File: src/include/fault_pkg.sv
package fault_pkg;

  // ****************************************
  // Object dictionary map
  // ****************************************
  localparam logic [15:0] IDX_FAULT_SUMMARY = 16'h1001;
  localparam logic [15:0] IDX_FAULT_HISTORY = 16'h1003;
  localparam logic [7:0] SUB_COUNT = 8'h00;
  localparam logic [7:0] SUB_FIRST_ENTRY = 8'h01;
  localparam logic [7:0] SUB_LAST_ENTRY = 8'h08;
  localparam int HIST_DEPTH = 8;
  localparam logic [7:0] COUNT_MAX = 8'h08;

  // ****************************************
  // Reset values
  // ****************************************
  localparam logic [7:0] SUMMARY_RESET = 8'h00;
  localparam logic [7:0] COUNT_RESET = 8'h00;
  localparam logic [31:0] ENTRY_RESET = 32'h00000000;

  // ****************************************
  // Summary bit positions
  // ****************************************
  localparam int BIT_ANY = 0;
  localparam int BIT_CURRENT = 1;
  localparam int BIT_SUPPLY = 2;
  localparam int BIT_TEMP = 3;
  localparam int BIT_LINK = 4;
  localparam int BIT_PROFILE = 5;
  localparam int BIT_SPARE = 6;
  localparam int BIT_VENDOR = 7;

  // ****************************************
  // Abort codes
  // ****************************************
  localparam logic [31:0] ABORT_EMPTY_HISTORY = 32'h08000024;
  localparam logic [31:0] ABORT_NO_OBJECT = 32'h00000001;
  localparam logic [31:0] ABORT_READ_ONLY = 32'h00000002;
  localparam logic [31:0] ABORT_BAD_VALUE = 32'h00000003;

  // ****************************************
  // Fault numbers
  // ****************************************
  localparam logic [7:0] FN_WATCHDOG = 8'h00;
  localparam logic [7:0] FN_SUPPLY_HIGH = 8'h01;
  localparam logic [7:0] FN_CURRENT_HIGH = 8'h02;
  localparam logic [7:0] FN_SUPPLY_LOW = 8'h03;
  localparam logic [7:0] FN_FIELDBUS = 8'h04;
  localparam logic [7:0] FN_GUARD_SLOW = 8'h06;
  localparam logic [7:0] FN_SENSOR1 = 8'h07;
  localparam logic [7:0] FN_SENSOR2 = 8'h08;
  localparam logic [7:0] FN_SENSOR3 = 8'h09;
  localparam logic [7:0] FN_LIMIT_POS = 8'h0a;
  localparam logic [7:0] FN_LIMIT_NEG = 8'h0b;
  localparam logic [7:0] FN_OVERTEMP = 8'h0c;
  localparam logic [7:0] FN_FOLLOWING = 8'h0d;
  localparam logic [7:0] FN_STORE_FULL = 8'h0e;
  localparam logic [7:0] FN_BLOCKED = 8'h0f;
  localparam logic [7:0] FN_STORE_DAMAGED = 8'h10;
  localparam logic [7:0] FN_PDO_SLOW = 8'h11;
  localparam logic [7:0] FN_SENSOR_N = 8'h12;
  localparam logic [7:0] FN_PDO_LEN_ERR = 8'h13;
  localparam logic [7:0] FN_PDO_LEN_OVER = 8'h14;
  localparam logic [7:0] FN_RESTART_WARN = 8'h15;

  // ****************************************
  // Carriers
  // ****************************************
  typedef struct packed {
    logic vendor;
    logic profile;
    logic link;
    logic temp;
    logic supply;
    logic current;
  } fault_cat_t;

  typedef struct packed {
    logic [7:0] number;
    logic [15:0] code;
  } fault_report_t;

  typedef struct packed {
    logic [7:0] number;
    logic [7:0] fclass;
    logic [15:0] code;
  } hist_entry_t;

  typedef struct packed {
    logic valid;
    logic write;
    logic [15:0] index;
    logic [7:0] subindex;
    logic [31:0] wdata;
  } od_req_t;

  typedef struct packed {
    logic ack;
    logic abort;
    logic [31:0] abort_code;
    logic [31:0] rdata;
  } od_rsp_t;

endpackage

File: src/rtl/fault_register_bank.sv
`timescale 1ns/1ps
// Summary of operation
// - Summary bit of a fault's category is set while that fault is present.
// - Category bits clear by themselves once the fault has gone away.
// - Bit 0 is set whenever any fault of any category is present.
// - Bits 1..5 current, supply, temp, link, profile; 7 vendor; 6 reads zero.
// - Every reported fault also records a 32-bit descriptor in the history.
// - History holds up to eight descriptors in slots 1..8 behind count slot 0.
// - New descriptor goes to slot 1, older ones move back, oldest dropped.
// - Slots 1..7 each move back exactly one position on every push that does not coincide with a clear.
// - Slot 0 is an 8-bit read/write fault count, reset value zero.
// - Reading slots 1..8 with an empty history aborts with 08000024h.
// - Writing zero to slot 0 restarts counting and empties the history.
// - Entry packs number in 31..24, class in 23..16, code in 15..0.
// - Numbers 0..4: watchdog, supply high, current high, supply low, fieldbus.
// - Numbers 6, 17, 19, 20: guarding slow, PDO slow, PDO length faults.
// - Numbers 7, 8, 9 are sensors one to three; 18 any further sensor.
// - Numbers 10, 11 limits, 12 overtemperature, 13 following, 15 blocked.
// - Numbers 14, 16, 21 are nonvolatile store full, damaged, restart warning.
// - Class byte of an entry equals the summary value when it is recorded.
module fault_register_bank
  import fault_pkg::*;
(
  input wire logic ref_clk,
  input wire logic nrst,
  input wire fault_cat_t fault_cat,
  input wire logic fault_push,
  input wire fault_report_t fault_report,
  input wire od_req_t od_req,
  output od_rsp_t od_rsp,
  output logic [7:0] fault_summary,
  output logic [7:0] fault_count,
  output logic unknown_number
);

  // ****************************************
  // Decoding helpers
  // ****************************************
  function automatic logic is_entry_sub(input logic [7:0] sub);
    is_entry_sub = (sub >= SUB_FIRST_ENTRY) && (sub <= SUB_LAST_ENTRY);
  endfunction

  function automatic logic number_known(input logic [7:0] n);
    number_known = 1'b0;
    unique case (n)
      FN_WATCHDOG, FN_SUPPLY_HIGH, FN_CURRENT_HIGH, FN_SUPPLY_LOW, FN_FIELDBUS: begin
        number_known = 1'b1;
      end
      FN_GUARD_SLOW, FN_PDO_SLOW, FN_PDO_LEN_ERR, FN_PDO_LEN_OVER: begin
        number_known = 1'b1;
      end
      FN_SENSOR1, FN_SENSOR2, FN_SENSOR3, FN_SENSOR_N: begin
        number_known = 1'b1;
      end
      FN_LIMIT_POS, FN_LIMIT_NEG, FN_OVERTEMP, FN_FOLLOWING, FN_BLOCKED: begin
        number_known = 1'b1;
      end
      FN_STORE_FULL, FN_STORE_DAMAGED, FN_RESTART_WARN: begin
        number_known = 1'b1;
      end
      default: begin
        number_known = 1'b0;
      end
    endcase
  endfunction

  // ****************************************
  // Fault summary
  // ****************************************
  logic [7:0] summary_r;
  logic [7:0] summary_nxt;
  logic any_fault_flag;

  // Category bits follow the live fault levels, so they drop on their own
  assign any_fault_flag = |fault_cat;
  always_comb begin
    summary_nxt = SUMMARY_RESET;
    summary_nxt[BIT_ANY] = any_fault_flag;
    summary_nxt[BIT_CURRENT] = fault_cat.current;
    summary_nxt[BIT_SUPPLY] = fault_cat.supply;
    summary_nxt[BIT_TEMP] = fault_cat.temp;
    summary_nxt[BIT_LINK] = fault_cat.link;
    summary_nxt[BIT_PROFILE] = fault_cat.profile;
    summary_nxt[BIT_SPARE] = 1'b0;
    summary_nxt[BIT_VENDOR] = fault_cat.vendor;
  end

  always_ff @(posedge ref_clk or negedge nrst) begin
    if (!nrst) begin
      summary_r <= SUMMARY_RESET;
    end else begin
      summary_r <= summary_nxt;
    end
  end

  // ****************************************
  // Request decode
  // ****************************************
  wire hit_summary = od_req.index == IDX_FAULT_SUMMARY;
  wire hit_history = od_req.index == IDX_FAULT_HISTORY;
  wire sub_is_count = od_req.subindex == SUB_COUNT;
  wire sub_is_entry = is_entry_sub(od_req.subindex);
  wire rd_summary = od_req.valid && !od_req.write && hit_summary && sub_is_count;
  wire rd_count = od_req.valid && !od_req.write && hit_history && sub_is_count;
  wire rd_entry = od_req.valid && !od_req.write && hit_history && sub_is_entry;
  wire wr_count = od_req.valid && od_req.write && hit_history && sub_is_count;
  wire wr_ro = od_req.valid && od_req.write && ((hit_summary && sub_is_count) || (hit_history && sub_is_entry));
  wire known_obj = (hit_summary && sub_is_count) || (hit_history && (sub_is_count || sub_is_entry));
  wire no_obj = od_req.valid && !known_obj;
  wire clear_hist = wr_count && (od_req.wdata == 32'h00000000);
  wire bad_value = wr_count && (od_req.wdata != 32'h00000000);

  // ****************************************
  // History stack
  // ****************************************
  logic [31:0] entry_r [HIST_DEPTH];
  logic [31:0] entry_nxt [HIST_DEPTH];
  logic [7:0] count_r;
  logic [7:0] count_nxt;
  hist_entry_t new_entry;

  assign new_entry.number = fault_report.number;
  // Live summary so the new fault's own category shows in its class byte
  assign new_entry.fclass = summary_nxt;
  assign new_entry.code = fault_report.code;

  // Push wins over a simultaneous clear: the new fault survives in slot 1
  assign entry_nxt[0] = fault_push ? new_entry : (clear_hist ? ENTRY_RESET : entry_r[0]);

  genvar gi;
  generate
    for (gi = 1; gi < HIST_DEPTH; gi++) begin : g_shift
      assign entry_nxt[gi] = clear_hist ? ENTRY_RESET : (fault_push ? entry_r[gi-1] : entry_r[gi]);
    end
  endgenerate

  generate
    for (gi = 0; gi < HIST_DEPTH; gi++) begin : g_store
      always_ff @(posedge ref_clk or negedge nrst) begin
        if (!nrst) begin
          entry_r[gi] <= ENTRY_RESET;
        end else begin
          entry_r[gi] <= entry_nxt[gi];
        end
      end
    end
  endgenerate

  wire [7:0] count_base = clear_hist ? COUNT_RESET : count_r;
  wire count_full = count_base >= COUNT_MAX;
  assign count_nxt = (fault_push && !count_full) ? count_base + 8'h01 : count_base;

  always_ff @(posedge ref_clk or negedge nrst) begin
    if (!nrst) begin
      count_r <= COUNT_RESET;
    end else begin
      count_r <= count_nxt;
    end
  end

  // ****************************************
  // Response
  // ****************************************
  wire [2:0] slot_sel = od_req.subindex[2:0] - 3'h1;
  wire empty_read = rd_entry && (count_r == COUNT_RESET);
  wire [31:0] rdata_sel = rd_summary ? {24'h000000, summary_r} :
                          rd_count ? {24'h000000, count_r} :
                          (rd_entry && !empty_read) ? entry_r[slot_sel] : 32'h00000000;
  wire abort_sel = no_obj || wr_ro || bad_value || empty_read;
  wire [31:0] code_sel = no_obj ? ABORT_NO_OBJECT :
                         wr_ro ? ABORT_READ_ONLY :
                         bad_value ? ABORT_BAD_VALUE :
                         empty_read ? ABORT_EMPTY_HISTORY : 32'h00000000;

  od_rsp_t rsp_r;
  od_rsp_t rsp_nxt;
  logic unknown_r;

  always_comb begin
    rsp_nxt.ack = od_req.valid;
    rsp_nxt.abort = abort_sel;
    rsp_nxt.abort_code = code_sel;
    rsp_nxt.rdata = rdata_sel;
  end

  always_ff @(posedge ref_clk or negedge nrst) begin
    if (!nrst) begin
      rsp_r <= '0;
      unknown_r <= 1'b0;
    end else begin
      rsp_r <= rsp_nxt;
      unknown_r <= fault_push && !number_known(fault_report.number);
    end
  end

  assign od_rsp = rsp_r;
  assign fault_summary = summary_r;
  assign fault_count = count_r;
  assign unknown_number = unknown_r;

endmodule

File: config.mk
export PLATFORM = sky130hd
export DESIGN_NAME = fault_register_bank
export DESIGN_NICKNAME = d
export VERILOG_FILES = /design/src/include/fault_pkg.sv /design/src/rtl/fault_register_bank.sv
export SDC_FILE = /design/constraint.sdc
export NUM_CORES = 1
export LEC_CHECK = 0
export BUFFER_PORTS_ARGS = -buffer_cell sky130_fd_sc_hd__buf_2
export CAP_MARGIN = 20
export CORE_ASPECT_RATIO = 0.75
export CORE_UTILIZATION = 55
export CTS_CLUSTER_SIZE = 16
export DETAILED_ROUTE_END_ITERATION = 6
export PLACE_DENSITY_LB_ADDON = 0.15
export RECOVER_POWER = 100
export SLEW_MARGIN = 0
export SYNTH_ARGS = -nofsm -noshare
export SYNTH_HDL_FRONTEND = slang
export SYNTH_SLANG_ARGS = --single-unit
File: constraint.sdc
create_clock -name ref_clk -period 2.5 [get_ports ref_clk]
set_clock_uncertainty 0.05 [all_clocks]
set_input_delay 0.625 -clock ref_clk [delete_from_list [all_inputs] [get_ports ref_clk]]
set_output_delay 0.625 -clock ref_clk [all_outputs]
set_load 0.02 [all_outputs]
==> qor.yml, run 1 <==
status: "complete, no violations"
nNetsFinal: 1443
grt_usage_pct: 23.7
tns_ns: 0
p_total_mw: 13.8
grt_pass1_wl_mm: 50.5
antenna_left: 0
arrival_ns: 2.77
power.density_nw_per_um2: 847
die_w_um: 187
cts-root-buf: "clkbuf_16"
synth_edf_count: 0
start_util_pct: 56.3
maxSlewViolCount: 0
viasPerCell: 5.44
drt_iter0_drc: 526
layout_min_cycle_time_ns: 2.39
wl_per_cell_um: 17.6
cts_tree: "built"
worst_slack_ns: 0.107
dp_hpwl_mm: 19.9
fillers: 2018
worst-setup-path-type: "register to register"
finalCritPeriodShare_pct: 95.7
globalRouteOverflowTotal: 0
relSlewSlack_pct: 10.8
firstDrtPassIters: 4
max-vdd-ir-drop_uv: 566
io_buffers: 144
path_clk_slew_ns: 0.06
antenna_found_initial: 0
fp.dieArea_um2: 26400
yosysSeqAreaShare_pct: 53.0
ys_ff_latch: 300
die_y_um: 141
grt_use_met3_pct: 3.04
clk_latency_ns: 0.55
timing.fmax_mhz: 418
multi_input_area_um2: 6050
vias: 9289
slowest_delay_ns: 0.62
postLayoutCellArea_um2: 16300
place.gp.congestion: 0.845
cpMaxStageDelayCell: "or4_1"
ys_async_sr_fraction_pct: 100
post_cts_buffers: 0
cts_sinks: 300
grt_util_met2_pct: 38.8
hold_class: "input port to register"
start_kind: "register"
cts_resized: 0
io_pins: 174
cts_buffer_depth: 3
drive_above_1_share_pct: 19.3
met1_usage_pct: 34.2
synth_warnings: 0
end_kind: "register"
yosysUniqueCellTypes: 46
cts_hold_buf: 1
numCtsBuffers: 30
grt.busiest_layer: "met2"
reg2reg_depth: 6
grt_pass1_vias: 9477
htreeDepth: 1
pre_cts_slack_ns: -0.213
leakagePower_nw: 7.76
drv_cap: 0
regArea_um2: 7510
finalHoldViolCount: 0
cp_cell_sequence: "or4_1 -> or3_1 -> nand4_1 -> buf_4 -> clkbuf_2 -> a21oi_1"
drc: 0
final_cells: 1709
netlist_area_um2: 14200
crit_required_ns: 2.88
synthCells: 1195
grt_max_degree: 65
setup_viol: 0
crit_path_max_fanout: 18
rsz0062_at_grt: "false"
hold_depth: 1
placed_cell_area_um2: 15500
core_um2: 25100
avgSynthCellArea_um2: 11.9
areaGrowthSynthToFinish_pct: 15.2
row_count: 50
synthFlopType: "dfrtp_1"
antennaDiodeCount: 0
dp_cells: 1653
max_slew.worst_pin.slew_ns: 1.34
drt-total-wl_mm: 30.1
==> where the power goes <==
group | switching, mW | internal (mW) | total (mW) | leakage [nW]
Combinational | 1.21 | 1.39 | 2.60 | 3.53
Sequential | 0.770 | 5.88 | 6.65 | 3.73
Clock | 1.88 | 2.70 | 4.58 | 0.500
Total | 3.86 | 9.97 | 13.8 | 7.76
==> layer usage <==
layer	part of all wire, %	vias to the layer above
met2	48	141
met5	0	-
li1	-	4413
met3	2.8	35
met1	47	4700
met4	1.5	0
==> kinds of logic (layout without fill, tap and decap cells) <==
group	Yosys count	in the layout	synth area share (%)
adder cells (fa/ha/maj)	4	4	0.353
other	1	29	0.0265
multiplexers	287	287	25.7
AND/OR/NAND/NOR	396	396	11.9
buffers and inverters	121	269	5.33
XOR/XNOR	2	2	0.124
AO/OA/AOI/OAI	84	84	3.56
flip-flops	300	300	53.0
==> metrics by stage <==
step	hold WS [ns]	util (%)
global placement	0.434	61.8
finish	0.176	64.9
CTS	0.149	65.9
detailed placement	0.437	61.8
global route	0.160	64.9
floorplan	0.279	-
==> registers in the layout (all words and copies together) (netlist names) <==
register        count
entry_r           248
od_rsp             36
fault_count         8
fault_summary       7
unknown_number      1
==> cell usage in the layout (no fill, tap or decap), types with 11 or more instances in the layout <==
cell type	count
dfrtp_1	300
nand2_1	115
buf_4	25
conb_1	29
mux4_2	62
clkbuf_2	11
mux2i_1	225
a21oi_1	24
clkbuf_1	75
o21ai_0	35
buf_12	17
clkbuf_16	31
nor2_1	223
buf_2	80
==> synth_stat cells, drive strengths merged, types with 3 or more instances <==
cell    number  area, µm²
o22ai        8       50.1
nand4        4       25.0
and4         3       26.3
mux4        62       1400
dfrtp      300       7510
ha           4       50.1
mux2i      225       2250
o31a         8       70.1
and2         7       43.8
nand3b       3       22.5
inv          4       15.0
or3          3       18.8
or4          4       37.5
clkbuf      28        105
o21ai       35        175
nor2       223        837
a21oi       24        120
nor2b        9       56.3
buf         89        636
nor4        11       81.3
nand2      116        435
==> layout make-up <==
| cell class | instances | area share [%] |
|---|---|---|
| multi-input cells | 802 | 37.1 |
| repair buffers | 210 | 7.97 |
| well taps | 338 | 2.59 |
| flip-flops and latches | 300 | 46.0 |
| inverters | 4 | 0.107 |
| clock inverters | 12 | 0.721 |
| clock buffers | 43 | 5.52 |
==> path summary, 6_finish.rpt <==
path / startpoint / slack, ns / to
min reg2reg: fault_summary[4]$_DFF_PN0_ / 0.46 / od_rsp[4]$_DFF_PN0_
max reg2reg: fault_count[5]$_DFF_PN0_ / 0.11 / od_rsp[11]$_DFF_PN0_
max in group asynchronous: nrst / 0.38 / entry_r[238]$_DFFE_PN0P_
min in group asynchronous: nrst / 0.88 / entry_r[40]$_DFFE_PN0P_
max: fault_count[5]$_DFF_PN0_ / 0.11 / od_rsp[11]$_DFF_PN0_
min: fault_cat[3] / 0.18 / fault_summary[4]$_DFF_PN0_
==> worst max-delay path, delay by kind of cell, from the launching register on <==
family	cells	cell delay, ns
flip-flops	1	0.42
AO/OA/AOI/OAI	1	0.06
AND/OR/NAND/NOR	3	1.18
buffers and inverters	2	0.56
No activity file was read; power rests on OpenSTA's default activity.
==> inputs of run 2 (changes only) <==
Settings changed: SETUP_SLACK_MARGIN set to 0.15.
==> qor.yml, run 2 (synthesis gave the netlist of run 1 again) <==
grt_pass1_wl_mm: 51.0  # was 50.5 mm
crit_required_ns: 2.86  # was 2.88 ns
drv_cap: 0  # unchanged
rrSetupSlack_ns: 0.19  # was 0.11 ns
rsz0062_at_grt: "false"  # unchanged
worst-setup-path-type: "register to register"  # unchanged
drt_iter0_drc: 502  # was 526
grt_max_degree: 55  # was 65
drc: 0  # unchanged
min_to: "fault_summary[3]$_DFF_PN0_"  # was fault_summary[4]$_DFF_PN0_
dp_cells: 1650  # was 1653
whs_ns: 0.183  # was 0.176 ns
nNetsFinal: 1441  # was 1443
final_cells: 1708  # was 1709
place.gp.congestion: 0.854  # was 0.845
fin_util_pct: 65.9  # was 64.9%
multi_input_area_um2: 6060  # was 6050 µm²
io_buffers: 144  # unchanged
viasPerCell: 5.49  # was 5.44
finalHoldViolCount: 0  # unchanged
drive_above_1_share_pct: 19.7  # was 19.3%
largest-register: "entry_r"  # unchanged
numCtsBuffers: 30  # unchanged
antenna_found_initial: 0  # unchanged
cts_tree: "built"  # unchanged
die_w_um: 187  # unchanged
crit_path_max_fanout: 12  # was 18
wl_per_cell_um: 17.6  # about the same
hold_class: "input port to register"  # unchanged
fillers: 1966  # was 2018
cts_buffer_depth: 3  # unchanged
path_clk_slew_ns: 0.06  # about the same
io_pins: 174  # unchanged
max-vdd-ir-drop_uv: 624  # was 566 µV
largest_reg_flops: 248  # unchanged
antenna_left: 0  # unchanged
drt-total-wl_mm: 30.0  # was 30.1 mm
regArea_um2: 7510  # unchanged
grt_pass1_vias: 9569  # was 9477
finalCritPeriodShare_pct: 92.6  # was 95.7%
row_count: 50  # unchanged
htreeDepth: 1  # unchanged
final_common_cell: "dfrtp_1"  # unchanged
timing.fmax_mhz: 432  # was 418 MHz
globalRouteOverflowTotal: 0  # unchanged
areaGrowthSynthToFinish_pct: 16.9  # was 15.2%
start_kind: "register"  # unchanged
hold_path_startpoint: "fault_cat[2]"  # was fault_cat[3]
max_slew.worst_pin.slew_ns: 1.25  # was 1.34 ns
p_total_mw: 14.5  # was 13.8 mW
leakagePower_nw: 7.85  # was 7.76 nW
fp.dieArea_um2: 26400  # unchanged
reg2reg_depth: 6  # unchanged
firstDrtPassIters: 5  # was 4
tns_ns: 0  # unchanged
end_kind: "register"  # unchanged
layout_min_cycle_time_ns: 2.31  # was 2.39 ns
setup_viol: 0  # unchanged
status: "complete, no violations"  # unchanged
cts-root-buf: "clkbuf_16"  # unchanged
final_cell_mix: "300 x dfrtp_1, 225 x mux2i_1, 223 x nor2_1"  # unchanged
reg2reg_to: "od_rsp[20]$_DFF_PN0_"  # was od_rsp[11]$_DFF_PN0_
arrival_ns: 2.68  # was 2.77 ns
antennaDiodeCount: 0  # unchanged
die_y_um: 141  # unchanged
maxSlewViolCount: 0  # unchanged
power.density_nw_per_um2: 873  # was 847 nW/µm²
cts_sinks: 300  # unchanged
core_um2: 25100  # unchanged
clk_latency_ns: 0.55  # about the same
vias: 9379  # was 9289
relSlewSlack_pct: 16.4  # was 10.8%
hold_depth: 1  # unchanged
dp_hpwl_mm: 19.7  # was 19.9 mm
reg2reg_from: "fault_count[5]$_DFF_PN0_"  # unchanged
start_util_pct: 56.3  # unchanged
grt_usage_pct: 23.8  # was 23.7%
[run 2: per-layer routing]
layer	global-route usage, %	wire length [µm]
met5	0	0
met4	5.35	598
met3	2.96	1010
met2	37.8	14100
met1	35.2	14300
[run 2: cell type report]
type,instances,area share [%]
inverters,4,0.106
clock buffers,38,5.14
repair buffers,208,8.35
flip-flops and latches,300,45.3
clock inverters,18,1.93
well taps,338,2.55
multi-input cells,802,36.6
[run 2: worst max path at each step]
stage	startpoint	to	slack, ns	depth (start not counted)
CTS	fault_count[5]$_DFF_PN0_	od_rsp[16]$_DFF_PN0_	0.26	7
detailed placement	od_req[43]	fault_count[1]$_DFF_PN0_	-0.23	8
finish	fault_count[5]$_DFF_PN0_	od_rsp[20]$_DFF_PN0_	0.19	6
global route	od_req[33]	fault_count[2]$_DFF_PN0_	0.1	13
global placement	od_req[43]	fault_count[2]$_DFF_PN0_	-0.17	9
floorplan	od_req[32]	fault_count[2]$_DFF_PN0_	-0.36	14
[run 2: what timing repair did]
action / in CTS / in global routing
endpoints found under the hold margin: 41 / 0
buffers inserted: 0 / 1
hold buffers: 1 / 0
endpoints found under the setup margin: 0 / 1
gates resized for setup: 0 / 0
[run 2: metrics by stage]
stage | instance area (µm²) | setup WS, ns
finish | 16600 | 0.186
global route | 16600 | 0.0985
global placement | 15500 | -0.171
detailed placement | 15500 | -0.230
CTS | 16700 | 0.262
floorplan | 14400 | -0.358
[run 2: worst max-delay path, cell delays in order (launching register included)]
cell	delay (ns)
dfrtp_1	0.40
or4_1	0.64
or3_1	0.41
nand4_1	0.16
buf_12	0.17
clkbuf_2	0.25
a21oi_1	0.10
[run 2: power breakdown]
part           leakage (nW)  total (mW)  internal, mW  switching [mW]
combinational          3.54        2.60          1.40            1.21
clock                 0.583        5.22          3.33            1.89
sequential             3.73        6.63          5.88           0.754
